[src/inc/iorms_pkg.sv]
// Package for the internal-oscillator run-mode clock switch.
// Assumes a single 100 MHz control clock and a plain strobe register port.
package iorms_pkg;

  ////////////////////////////////////////////////////////////////////////////
  // Register port geometry and offsets.
  localparam int ADDR_W = 8;
  localparam int DATA_W = 8;
  localparam logic [7:0] CTRL_OFS = 8'h00;
  localparam logic [7:0] STATUS_OFS = 8'h01;

  ////////////////////////////////////////////////////////////////////////////
  // Field positions of the control register.
  localparam int CTRL_SEL_LO_POS = 0;
  localparam int CTRL_SEL_HI_POS = 1;
  localparam int CTRL_FREQ_POS = 2;
  localparam int CTRL_FREQ_W = 3;
  localparam int CTRL_IDLE_POS = 7;

  // Field positions of the status register.
  localparam int STAT_STABLE_POS = 0;
  localparam int STAT_RUNNING_POS = 1;
  localparam int STAT_MODE_POS = 2;

  // Reset values: primary clock runs, internal frequency field is zero.
  localparam logic [7:0] CTRL_RST = 8'h00;
  localparam logic [2:0] FREQ_OFF = 3'h0;

  ////////////////////////////////////////////////////////////////////////////
  // Timing: clock rate, oscillator settling time and clock switch gap.
  localparam int CLK_FREQ_MHZ = 100;
  localparam int CLK_PERIOD_NS = 10;
  localparam int STABLE_TIME_US = 1000;
  localparam int STABLE_CYCLES = STABLE_TIME_US * CLK_FREQ_MHZ;
  localparam int SWITCH_TIME_NS = 80;
  localparam int SWITCH_CYCLES = (SWITCH_TIME_NS + CLK_PERIOD_NS - 1) / CLK_PERIOD_NS;

  ////////////////////////////////////////////////////////////////////////////
  // Control register layout, most significant field first.
  typedef struct packed {
    logic idle_on_sleep_enable;
    logic [1:0] reserved;
    logic [2:0] internal_freq_select;
    logic clock_select_upper;
    logic clock_select_lower;
  } iorms_ctrl_t;

  // Status register layout, most significant field first.
  typedef struct packed {
    logic [2:0] reserved;
    logic [2:0] mode;
    logic primary_clock_running;
    logic internal_freq_stable;
  } iorms_status_t;

  // Clock switching states.
  typedef enum logic [2:0] {
    ST_PRIMARY_CLOCK_RUN_MODE = 3'b000,
    ST_SWITCH_TO_INTERNAL = 3'b001,
    ST_INTERNAL_CLOCK_RUN_MODE = 3'b010,
    ST_PRIMARY_STARTUP = 3'b011,
    ST_SWITCH_TO_PRIMARY = 3'b100
  } iorms_state_t;

endpackage

[src/rtl/iorms_switch.sv]
// Clock source switching between the primary oscillator and the internal
// oscillator multiplexer, with frequency select and status flags.
// Assumes the CPU pulses sleep_exec_in for one cycle on the same clock, and
// that the wake and oscillator-ready inputs come from other domains.
//
// Our own choices: the register offsets and the plain strobed port.
`timescale 1ns/1ps
`default_nettype none

module iorms_switch #(
  parameter int STABLE_CYCLES = iorms_pkg::STABLE_CYCLES,
  parameter int SWITCH_CYCLES = iorms_pkg::SWITCH_CYCLES
) (
  input wire logic clock_in,
  input wire logic sys_rst_in,
  input wire logic clk_en_in,
  input wire logic [iorms_pkg::ADDR_W-1:0] reg_addr_in,
  input wire logic [iorms_pkg::DATA_W-1:0] reg_wdata_in,
  input wire logic reg_wr_in,
  input wire logic reg_rd_in,
  output logic [iorms_pkg::DATA_W-1:0] reg_rdata_out,
  input wire logic sleep_exec_in,
  input wire logic wakeup_in,
  input wire logic primary_ready_in,
  input wire logic watchdog_timer_enable_in,
  input wire logic clock_monitor_enable_in,
  output logic primary_osc_enable_out,
  output logic fast_osc_enable_out,
  output logic slow_rc_enable_out,
  output logic primary_gate_out,
  output logic internal_gate_out,
  output logic [2:0] internal_freq_select_out,
  output logic internal_clock_run_mode_out
);

  ////////////////////////////////////////////////////////////////////////////
  // Constants sized to the counters they meet.
  localparam logic [16:0] STABLE_LAST = 17'(STABLE_CYCLES - 1);
  localparam logic [7:0] SWITCH_LAST = 8'(SWITCH_CYCLES - 1);

  // True while both clock gates are held off between sources.
  function automatic logic in_switch_gap(input iorms_pkg::iorms_state_t st);
    in_switch_gap = (st == iorms_pkg::ST_SWITCH_TO_INTERNAL) ||
                    (st == iorms_pkg::ST_SWITCH_TO_PRIMARY);
  endfunction

  iorms_pkg::iorms_ctrl_t ctrl_r;
  iorms_pkg::iorms_state_t state_r;
  iorms_pkg::iorms_state_t state_nxt;
  logic [7:0] sw_cnt_r;
  logic [16:0] stable_cnt_r;
  logic stable_r;
  logic running_r;
  logic hold_off_r;
  logic prim_osc_en_r;
  logic primary_gate_r;
  logic internal_gate_r;
  logic slow_rc_en_r;
  logic wake_meta_r;
  logic wake_sync_r;
  logic ready_meta_r;
  logic ready_sync_r;
  logic ctrl_wr;
  logic switch_done;
  logic fast_en;
  logic enter_req;
  iorms_pkg::iorms_status_t status;

  ////////////////////////////////////////////////////////////////////////////
  // Two-stage synchronisers for the wake and oscillator-ready pins.
  always_ff @(posedge clock_in) begin
    if (sys_rst_in) begin
      wake_meta_r <= 1'b0;
      wake_sync_r <= 1'b0;
      ready_meta_r <= 1'b0;
      ready_sync_r <= 1'b0;
    end else if (clk_en_in) begin
      wake_meta_r <= wakeup_in;
      wake_sync_r <= wake_meta_r;
      ready_meta_r <= primary_ready_in;
      ready_sync_r <= ready_meta_r;
    end
  end

  ////////////////////////////////////////////////////////////////////////////
  // Control register. Only software writes it; wake-up never touches it.
  assign ctrl_wr = reg_wr_in && (reg_addr_in == iorms_pkg::CTRL_OFS);

  always_ff @(posedge clock_in) begin
    if (sys_rst_in) begin
      ctrl_r <= iorms_pkg::CTRL_RST;
    end else if (clk_en_in && ctrl_wr) begin
      ctrl_r <= reg_wdata_in;
      ctrl_r.reserved <= 2'h0;
    end
  end

  // The frequency field goes straight to the oscillator mux, no sleep needed.
  assign internal_freq_select_out = ctrl_r.internal_freq_select;

  ////////////////////////////////////////////////////////////////////////////
  // Mode entry ignores the lower select bit.
  assign enter_req = sleep_exec_in && !ctrl_r.idle_on_sleep_enable &&
                     ctrl_r.clock_select_upper;
  assign switch_done = in_switch_gap(state_r) && (sw_cnt_r == SWITCH_LAST);

  // Next-state logic of the source switch sequence.
  always_comb begin
    state_nxt = state_r;
    case (state_r)
      iorms_pkg::ST_PRIMARY_CLOCK_RUN_MODE: begin
        if (enter_req) begin
          state_nxt = iorms_pkg::ST_SWITCH_TO_INTERNAL;
        end
      end
      iorms_pkg::ST_SWITCH_TO_INTERNAL: begin
        if (switch_done) begin
          state_nxt = iorms_pkg::ST_INTERNAL_CLOCK_RUN_MODE;
        end
      end
      iorms_pkg::ST_INTERNAL_CLOCK_RUN_MODE: begin
        if (wake_sync_r) begin
          state_nxt = iorms_pkg::ST_PRIMARY_STARTUP;
        end
      end
      iorms_pkg::ST_PRIMARY_STARTUP: begin
        if (ready_sync_r) begin
          state_nxt = iorms_pkg::ST_SWITCH_TO_PRIMARY;
        end
      end
      iorms_pkg::ST_SWITCH_TO_PRIMARY: begin
        if (switch_done) begin
          state_nxt = iorms_pkg::ST_PRIMARY_CLOCK_RUN_MODE;
        end
      end
      default: begin
        state_nxt = iorms_pkg::ST_PRIMARY_CLOCK_RUN_MODE;
      end
    endcase
  end

  // State register.
  always_ff @(posedge clock_in) begin
    if (sys_rst_in) begin
      state_r <= iorms_pkg::ST_PRIMARY_CLOCK_RUN_MODE;
    end else if (clk_en_in) begin
      state_r <= state_nxt;
    end
  end

  // Switch gap counter; the gap is taken even if both sources are the same.
  always_ff @(posedge clock_in) begin
    if (sys_rst_in) begin
      sw_cnt_r <= 8'h00;
    end else if (clk_en_in) begin
      if (in_switch_gap(state_r) && !switch_done) begin
        sw_cnt_r <= sw_cnt_r + 8'h01;
      end else begin
        sw_cnt_r <= 8'h00;
      end
    end
  end

  ////////////////////////////////////////////////////////////////////////////
  // Clock gates. Both drop for the whole gap before the new one opens, so
  // no shortened pulse reaches the system clock net.
  always_ff @(posedge clock_in) begin
    if (sys_rst_in) begin
      primary_gate_r <= 1'b1;
      internal_gate_r <= 1'b0;
    end else if (clk_en_in) begin
      primary_gate_r <= (state_nxt == iorms_pkg::ST_PRIMARY_CLOCK_RUN_MODE);
      internal_gate_r <= (state_nxt == iorms_pkg::ST_INTERNAL_CLOCK_RUN_MODE) ||
                         (state_nxt == iorms_pkg::ST_PRIMARY_STARTUP);
    end
  end

  // Primary oscillator is stopped only while running from the internal mux.
  always_ff @(posedge clock_in) begin
    if (sys_rst_in) begin
      prim_osc_en_r <= 1'b1;
    end else if (clk_en_in) begin
      prim_osc_en_r <= (state_nxt != iorms_pkg::ST_INTERNAL_CLOCK_RUN_MODE);
    end
  end

  // Primary-running flag, owned by this logic alone.
  always_ff @(posedge clock_in) begin
    if (sys_rst_in) begin
      running_r <= 1'b1;
    end else if (clk_en_in && switch_done) begin
      running_r <= (state_r == iorms_pkg::ST_SWITCH_TO_PRIMARY);
    end
  end

  ////////////////////////////////////////////////////////////////////////////
  // After the return to primary the fast oscillator is parked until software
  // writes the control register again, so the stable flag stays clear.
  always_ff @(posedge clock_in) begin
    if (sys_rst_in) begin
      hold_off_r <= 1'b0;
    end else if (clk_en_in) begin
      if (switch_done && (state_r == iorms_pkg::ST_SWITCH_TO_PRIMARY)) begin
        hold_off_r <= 1'b1;
      end else if (ctrl_wr) begin
        hold_off_r <= 1'b0;
      end
    end
  end

  assign fast_en = (ctrl_r.internal_freq_select != iorms_pkg::FREQ_OFF) && !hold_off_r;
  assign fast_osc_enable_out = fast_en;

  // Settling counter; the system keeps its clock while it runs. Completing the
  // return to primary clears the flag at the same edge as the running flag.
  always_ff @(posedge clock_in) begin
    if (sys_rst_in) begin
      stable_cnt_r <= 17'h00000;
      stable_r <= 1'b0;
    end else if (clk_en_in) begin
      if (!fast_en || (switch_done && (state_r == iorms_pkg::ST_SWITCH_TO_PRIMARY))) begin
        stable_cnt_r <= 17'h00000;
        stable_r <= 1'b0;
      end else if (stable_cnt_r != STABLE_LAST) begin
        stable_cnt_r <= stable_cnt_r + 17'h00001;
      end else begin
        stable_r <= 1'b1;
      end
    end
  end

  // Slow RC source: needed by the watchdog, the clock monitor, or as the
  // internal clock when the fast oscillator is off (frequency field zero or parked).
  always_ff @(posedge clock_in) begin
    if (sys_rst_in) begin
      slow_rc_en_r <= 1'b0;
    end else if (clk_en_in) begin
      slow_rc_en_r <= watchdog_timer_enable_in || clock_monitor_enable_in ||
                      (!fast_en && (state_nxt != iorms_pkg::ST_PRIMARY_CLOCK_RUN_MODE));
    end
  end

  ////////////////////////////////////////////////////////////////////////////
  // Read port. Status writes fall on nothing, so the flags stay read-only.
  always_comb begin
    status = '0;
    status.mode = state_r;
    status.primary_clock_running = running_r;
    status.internal_freq_stable = stable_r;
  end

  always_ff @(posedge clock_in) begin
    if (sys_rst_in) begin
      reg_rdata_out <= 8'h00;
    end else if (clk_en_in) begin
      if (reg_rd_in && (reg_addr_in == iorms_pkg::CTRL_OFS)) begin
        reg_rdata_out <= ctrl_r;
      end else if (reg_rd_in && (reg_addr_in == iorms_pkg::STATUS_OFS)) begin
        reg_rdata_out <= status;
      end else begin
        reg_rdata_out <= 8'h00;
      end
    end
  end

  assign primary_osc_enable_out = prim_osc_en_r;
  assign primary_gate_out = primary_gate_r;
  assign internal_gate_out = internal_gate_r;
  assign slow_rc_enable_out = slow_rc_en_r;
  assign internal_clock_run_mode_out = (state_r == iorms_pkg::ST_INTERNAL_CLOCK_RUN_MODE);
endmodule // iorms_switch

`default_nettype wire

[config.mk]
export PLATFORM = sky130hd
export DESIGN_NAME = iorms_switch
export DESIGN_NICKNAME = d
export VERILOG_FILES = /design/src/inc/iorms_pkg.sv /design/src/rtl/iorms_switch.sv
export SDC_FILE = /design/constraint.sdc
export NUM_CORES = 1
export LEC_CHECK = 0
export BUFFER_PORTS_ARGS = -buffer_cell sky130_fd_sc_hd__buf_2
export CORE_ASPECT_RATIO = 2
export CORE_MARGIN = 1
export CORE_UTILIZATION = 28
export DETAILED_ROUTE_END_ITERATION = 16
export GPL_TIMING_DRIVEN = 0
export PLACE_DENSITY = 0.52
export SYNTH_ARGS = -nofsm -noshare
export SYNTH_HDL_FRONTEND = slang
export SYNTH_SLANG_ARGS = --single-unit
[constraint.sdc]
create_clock -name clock_in -period 2.7 [get_ports clock_in]
set_input_delay 0.27 -clock clock_in [delete_from_list [all_inputs] [get_ports clock_in]]
set_output_delay 0.27 -clock clock_in [all_outputs]
set_load 0.05 [all_outputs]
======== Yosys cells after proc, flatten, opt, wreduce, memory -nomap -nowiden ========
Cells that the tools add are included.
operators by class
  $add $sub $neg .......................... 2
  eq/ne operators ......................... 11
  muxes and demuxes ....................... 15
  reduce and logical (&&, ||, !) cells .... 31
operators with widths
  kind                                                             number
  17-bit 2-to-1 mux                                                2
  17-bit by 1-bit adder with 17-bit output, second input constant  1
  17-bit != test, second input constant                            1
  8-bit 2-to-1 mux                                                 2
  3-bit 2-to-1 mux                                                 5
  3-bit one-hot mux with 5 select lines                            1
  3-bit by 2-bit == test with 1-bit output, second input constant  4
  1-bit logical AND                                                12
  8-bit by 1-bit adder with 8-bit output, second input constant    1
  8-bit by 1-bit == test with 1-bit output, second input constant  1
  8-bit by 3-bit == test with 1-bit output, second input constant  1
  8-bit logical NOT                                                1
  3-bit logical NOT                                                2
  2-bit AND reduction                                              3
  3-bit nonzero test                                               2
  1-bit logical OR                                                 5
  5-bit 2-to-1 mux                                                 1
  1-bit logical NOT                                                4
  1-bit 2-to-1 mux                                                 4
  2-bit nonzero test                                               2
  3-bit by 1-bit == test with 1-bit output, second input constant  1
  3-bit == test, second input constant                             1
  3-bit by 2-bit != test with 1-bit output, second input constant  1
  2-bit != test, second input constant                             1
word-level totals
  flip-flop bits (word level) ............. 53
  input bits .............................. 26
  output and inout port bits .............. 17
  logic and storage cells ................. 78

======== Logic depth before layout (Yosys ltp) ========
  depth after elaboration ................. 8
  mapped depth ............................ 7
  mapped depth without buffers ............ 6

======== Least setup slack after synthesis ========
OpenSTA, ideal clock, no wires.
  path type ............................... register -> register
  start point ............................. register ctrl_r (netlist bit internal_freq_select_out[0])
  end point ............................... register stable_cnt_r[1]
  library setup time ...................... 74 ps
  arrival ................................. 1874 ps
  required time ........................... 2626 ps
  path slack .............................. 752 ps
  stages on the path, launching flop included .. 7
  path through ............................ dfxtp_1 > nor3_1 > or2_2 > inv_1 > o21ai_2 > or4b_2 > o21ai_0
between the ends
  cells in the longest elaborated chain, start to end .. 6
RTL lines
  item                                  RTL line             text
  start: declaration                    iorms_switch.sv:47   iorms_pkg::iorms_ctrl_t ctrl_r;
  start signal: assignment              iorms_switch.sv:91   ctrl_r <= iorms_pkg::CTRL_RST;
  start signal: assignment              iorms_switch.sv:93   ctrl_r <= reg_wdata_in;
  3-bit nonzero test *                  iorms_switch.sv:211  assign fast_en = (ctrl_r.internal_freq_select != iorms_pkg::FREQ_OFF) && !hold_off_r;
  1-bit logical AND *                   iorms_switch.sv:211
  net fast_osc_enable_out               iorms_switch.sv:28   output logic fast_osc_enable_out,
  1-bit logical NOT *                   iorms_switch.sv:221  if (!fast_en || (switch_done && (state_r == iorms_pkg::ST_SWITCH_TO_PRIMARY))) begin
  1-bit logical OR *                    iorms_switch.sv:221
  2-bit nonzero test (no source line)   --
  2-bit AND reduction (no source line)  --
  end signal: assignment                iorms_switch.sv:225  stable_cnt_r <= stable_cnt_r + 17'h00001;
  end: declaration                      iorms_switch.sv:51   logic [16:0] stable_cnt_r;
The timed path passes the listed nets; every way through them passes the cells marked *.
A chain may end at the register's enable or synchronous reset.

======== Final worst setup path ========
  start point ............................. register sw_cnt_r[0]
  end point ............................... register stable_cnt_r[2]
between the ends
  cells in the longest elaborated chain, start to end .. 6
RTL lines
  item                                        RTL line             text
  start: declaration                          iorms_switch.sv:50   logic [7:0] sw_cnt_r;
  start signal: assignment                    iorms_switch.sv:157  sw_cnt_r <= sw_cnt_r + 8'h01;
  8-bit by 3-bit == test with 1-bit output *  iorms_switch.sv:105  assign switch_done = in_switch_gap(state_r) && (sw_cnt_r == SWITCH_LAST);
  1-bit logical AND *                         iorms_switch.sv:105
  1-bit logical AND *                         iorms_switch.sv:221
  1-bit logical OR *                          iorms_switch.sv:221
  2-bit nonzero test (no source line)         --
  2-bit AND reduction (no source line)        --
Every way passes the cells marked *; elsewhere a longest branch is shown, timed or not.

==> results.sh <==
export IMPL_crit_cells=7
export IMPL_drc=0
export IMPL_hold_violations=0
export IMPL_wl_per_cell_um=14.6
export IMPL_p_switching_mw=0.395
export IMPL_grt_pass1_wl_mm=9.85
export IMPL_slowest_delay_ns=0.53
export IMPL_dieArea_mm2=0.00897
export IMPL_finalNetCount=348
export IMPL_p_per_area_mw_per_mm2=574
export IMPL_worst_clock_skew_ns=0.00646
export IMPL_min_period_over_period_pct=92.1
export IMPL_die_x_um=67.5
export IMPL_viasPerCell=4.88
export IMPL_synth_area_mm2=0.00240
export IMPL_comb_power_share_pct=9.4
export IMPL_fillers=856
export IMPL_overflow=0
export IMPL_numCtsBuffers=5
export IMPL_worstReg2RegStart="sw_cnt_r[0]"
export IMPL_multi_input_area_mm2=0.00124
export IMPL_cts_resized=0
export IMPL_fin_ws_ns=0.214
export IMPL_max_freq_ghz=0.402
export IMPL_hp_class="in2reg"
export IMPL_grt_util_all_layers_pct=14.9
export IMPL_setup_violations=0
export IMPL_hold_depth=3
export IMPL_cp_slowest_cell="nor4b_1"
export IMPL_synth_top_area_share_pct=42.5
export IMPL_place_hpwl_mm=4.78
export IMPL_holdCritStartpoint="reg_wdata_in[3]"
export IMPL_cts_root_buf="clkbuf_16"
export IMPL_port_buffer_count=36
export IMPL_status="finished clean"
export IMPL_antenna_found_initial=0
export IMPL_maxCapViolCount=0
export IMPL_path_clk_slew_ns=0.07
export IMPL_clockBufferDepth=2
export IMPL_gp_congestion=0.781
export IMPL_coreArea_mm2=0.00829
export IMPL_post_place_ws_ns=0.243
export IMPL_yosysSeqAreaShare_pct=42.5
export IMPL_syn_to_final_growth_pct=19.8
export IMPL_end_kind="register"
export IMPL_most_common_layout_cells="51 x dfxtp_1, 47 x nor2_1, 41 x buf_2"
export IMPL_wirelength_mm=6.14
export IMPL_ys_seq_elements=51
export IMPL_synth_cell_type_count=51
export IMPL_final_common_cell="dfxtp_1"
export IMPL_fin_crit_ns=2.49
export IMPL_drtPass1Iterations=4
export IMPL_holdBufCountCts=0
export IMPL_crit_type="reg2reg"
export IMPL_p_leak_nw=1.17
export IMPL_synth_area_leaders="dfxtp_1 43%, nor2_1 7.3%, mux2i_1 5.0%"
export IMPL_final_seq_area_mm2=0.00102
export IMPL_netSwitchingFraction_pct=23.9
export IMPL_syn_avg_cell_area_um2=8.70
export IMPL_syn_inst=276
export IMPL_cts_tree="built"
export IMPL_maxSlewViolCount=0
export IMPL_synth_largest_area_cell="dfxtp_1"
export IMPL_rows=47
export IMPL_crit_required_ns=2.88
export IMPL_ios=43
export IMPL_fp_dieH_um=133
export IMPL_synth_edff_count=0
export IMPL_dr_first_iter_drc_count=89
export IMPL_vias=2045
export IMPL_worstPathMaxFanout=10
export IMPL_p_int_mw=1.26
export IMPL_worstPathArrival_ns=2.66
export IMPL_cts_sinks=51
export IMPL_ys_flop_type="dfxtp_1"
export IMPL_synth_warnings=0
export IMPL_crit_chain="ha_1 > nor4b_1 > nand3_1 > o21ai_2 > a21o_1 > buf_2 > nor2_1"
export IMPL_grt_max_degree=17
export IMPL_reg2reg_depth=7
export IMPL_htree_levels=2
export IMPL_synthArstFlopShare_pct=0
export IMPL_drive_above_1_share_pct=21.8
export IMPL_r2r_end="stable_cnt_r[2]"
export IMPL_cp_start_kind="register"
export IMPL_p_seq_share_pct=47.0
export IMPL_max_slew_margin_pct=54.8
export IMPL_finalSetupTns_ns=0
export IMPL_worst_path_buf_inv=1
export IMPL_num_antenna_cells=0
export IMPL_first_global_vias=2072
export IMPL_final_antenna_net_count=0
export IMPL_worst_slew_pin_slew_ns=0.661
export IMPL_clock_power_share_pct=43.7
export IMPL_clock_latency_ns=0.29
export IMPL_rrSetupSlack_ns=0.21
export IMPL_rsz0062_at_grt="no"
export IMPL_ir_worst_vdd_uv=211
export IMPL_min_to="internal_freq_select_out[1]"
export IMPL_post_cts_setup_buffers=0
export IMPL_worst_path_dominant_cell_family="simple AND/OR/NAND/NOR gates"
export IMPL_initial_core_util_pct=29.0
## worst register-to-register path: stages (launching register included)
cell	delay [ns]
dfxtp_1	0.42
ha_1	0.25
nor4b_1	0.53
nand3_1	0.26
o21ai_2	0.28
a21o_1	0.28
buf_2	0.28
nor2_1	0.08
## power groups by stage
stage               clock network, mW  registers, mW  logic [mW]
global placement                    0          0.793       0.156
CTS                             0.741          0.776       0.157
detailed placement                  0          0.793       0.157
finish                          0.721          0.776       0.154
floorplan                           0          0.818      0.0814
global route                    0.768          0.777       0.169
## how the worst max path moves through the flow
| stage | from | end | slack (ns) |
|---|---|---|---|
| floorplan | internal_freq_select_out[0] | stable_cnt_r[1] | 0.75 |
| global placement | sw_cnt_r[0] | primary_osc_enable_out | 0.26 |
| detailed placement | sw_cnt_r[0] | stable_cnt_r[2] | 0.24 |
| CTS | sw_cnt_r[0] | stable_cnt_r[2] | 0.21 |
| global route | sw_cnt_r[0] | primary_osc_enable_out | 0.03 |
| finish | sw_cnt_r[0] | stable_cnt_r[2] | 0.21 |
## flip-flops by register name, indices dropped and copies added (netlist names)
name                      count
ready_sync_r                  1
slow_rc_enable_out            1
running_r                     1
internal_gate_out             1
sw_cnt_r                      8
primary_gate_out              1
primary_osc_enable_out        1
hold_off_r                    1
wake_meta_r                   1
ctrl_r                        3
reg_rdata_out                 6
stable_cnt_r                 17
wake_sync_r                   1
ready_meta_r                  1
internal_freq_select_out      3
state_r                       3
stable_r                      1
## stage by stage
step	area (um2)	power, mW	hold slack (ns)	utilization [%]	std cells
CTS	2880	1.67	0.203	34.7	419
global route	2880	1.71	0.200	34.7	419
floorplan	2400	0.900	0.414	-	277
finish	2880	1.65	0.206	34.7	419
global placement	2710	0.949	0.441	32.7	411
detailed placement	2710	0.950	0.451	32.7	411
## synthesized netlist by cell type (all sizes together), types with 6 or more instances
cell	n
and3	6
a21oi	9
nand3	11
nor2	47
nor3	11
xnor2	7
nand2	23
buf	10
nand4	7
o21ai	11
dfxtp	51
mux2i	12
xor2	11
clkbuf	7
## cell type report
class	instances	share of cell area, %
Buffer	18	4.18
Clock buffer	5	4.35
Multi-Input combinational cell	203	43.3
Inverter	5	0.652
Sequential cell	51	35.5
Timing Repair Buffer	36	6.26
Tap cell	98	4.26
Clock inverter	3	1.52
## layer usage
metal	up-vias	part of all wire [%]	GRT usage (%)
met5	-	0	0
met4	0	3.5	8.63
met3	13	2.7	2.84
met2	33	57	28.6
met1	950	36	13.1
li1	1049	-	-
## cell families after synthesis
logic type               count (synthesis)  synth area share (%)
AO/OA/AOI/OAI                           37                  10.3
buffers and inverters                   23                  5.78
AND/OR/NAND/NOR                        132                  28.6
adder cells (fa/ha/maj)                  2                  1.04
multiplexers                            12                  5.00
XOR/XNOR                                18                  6.57
other                                    1                 0.156
flip-flops                              51                  42.5
Power figures use the tool's default switching activity.
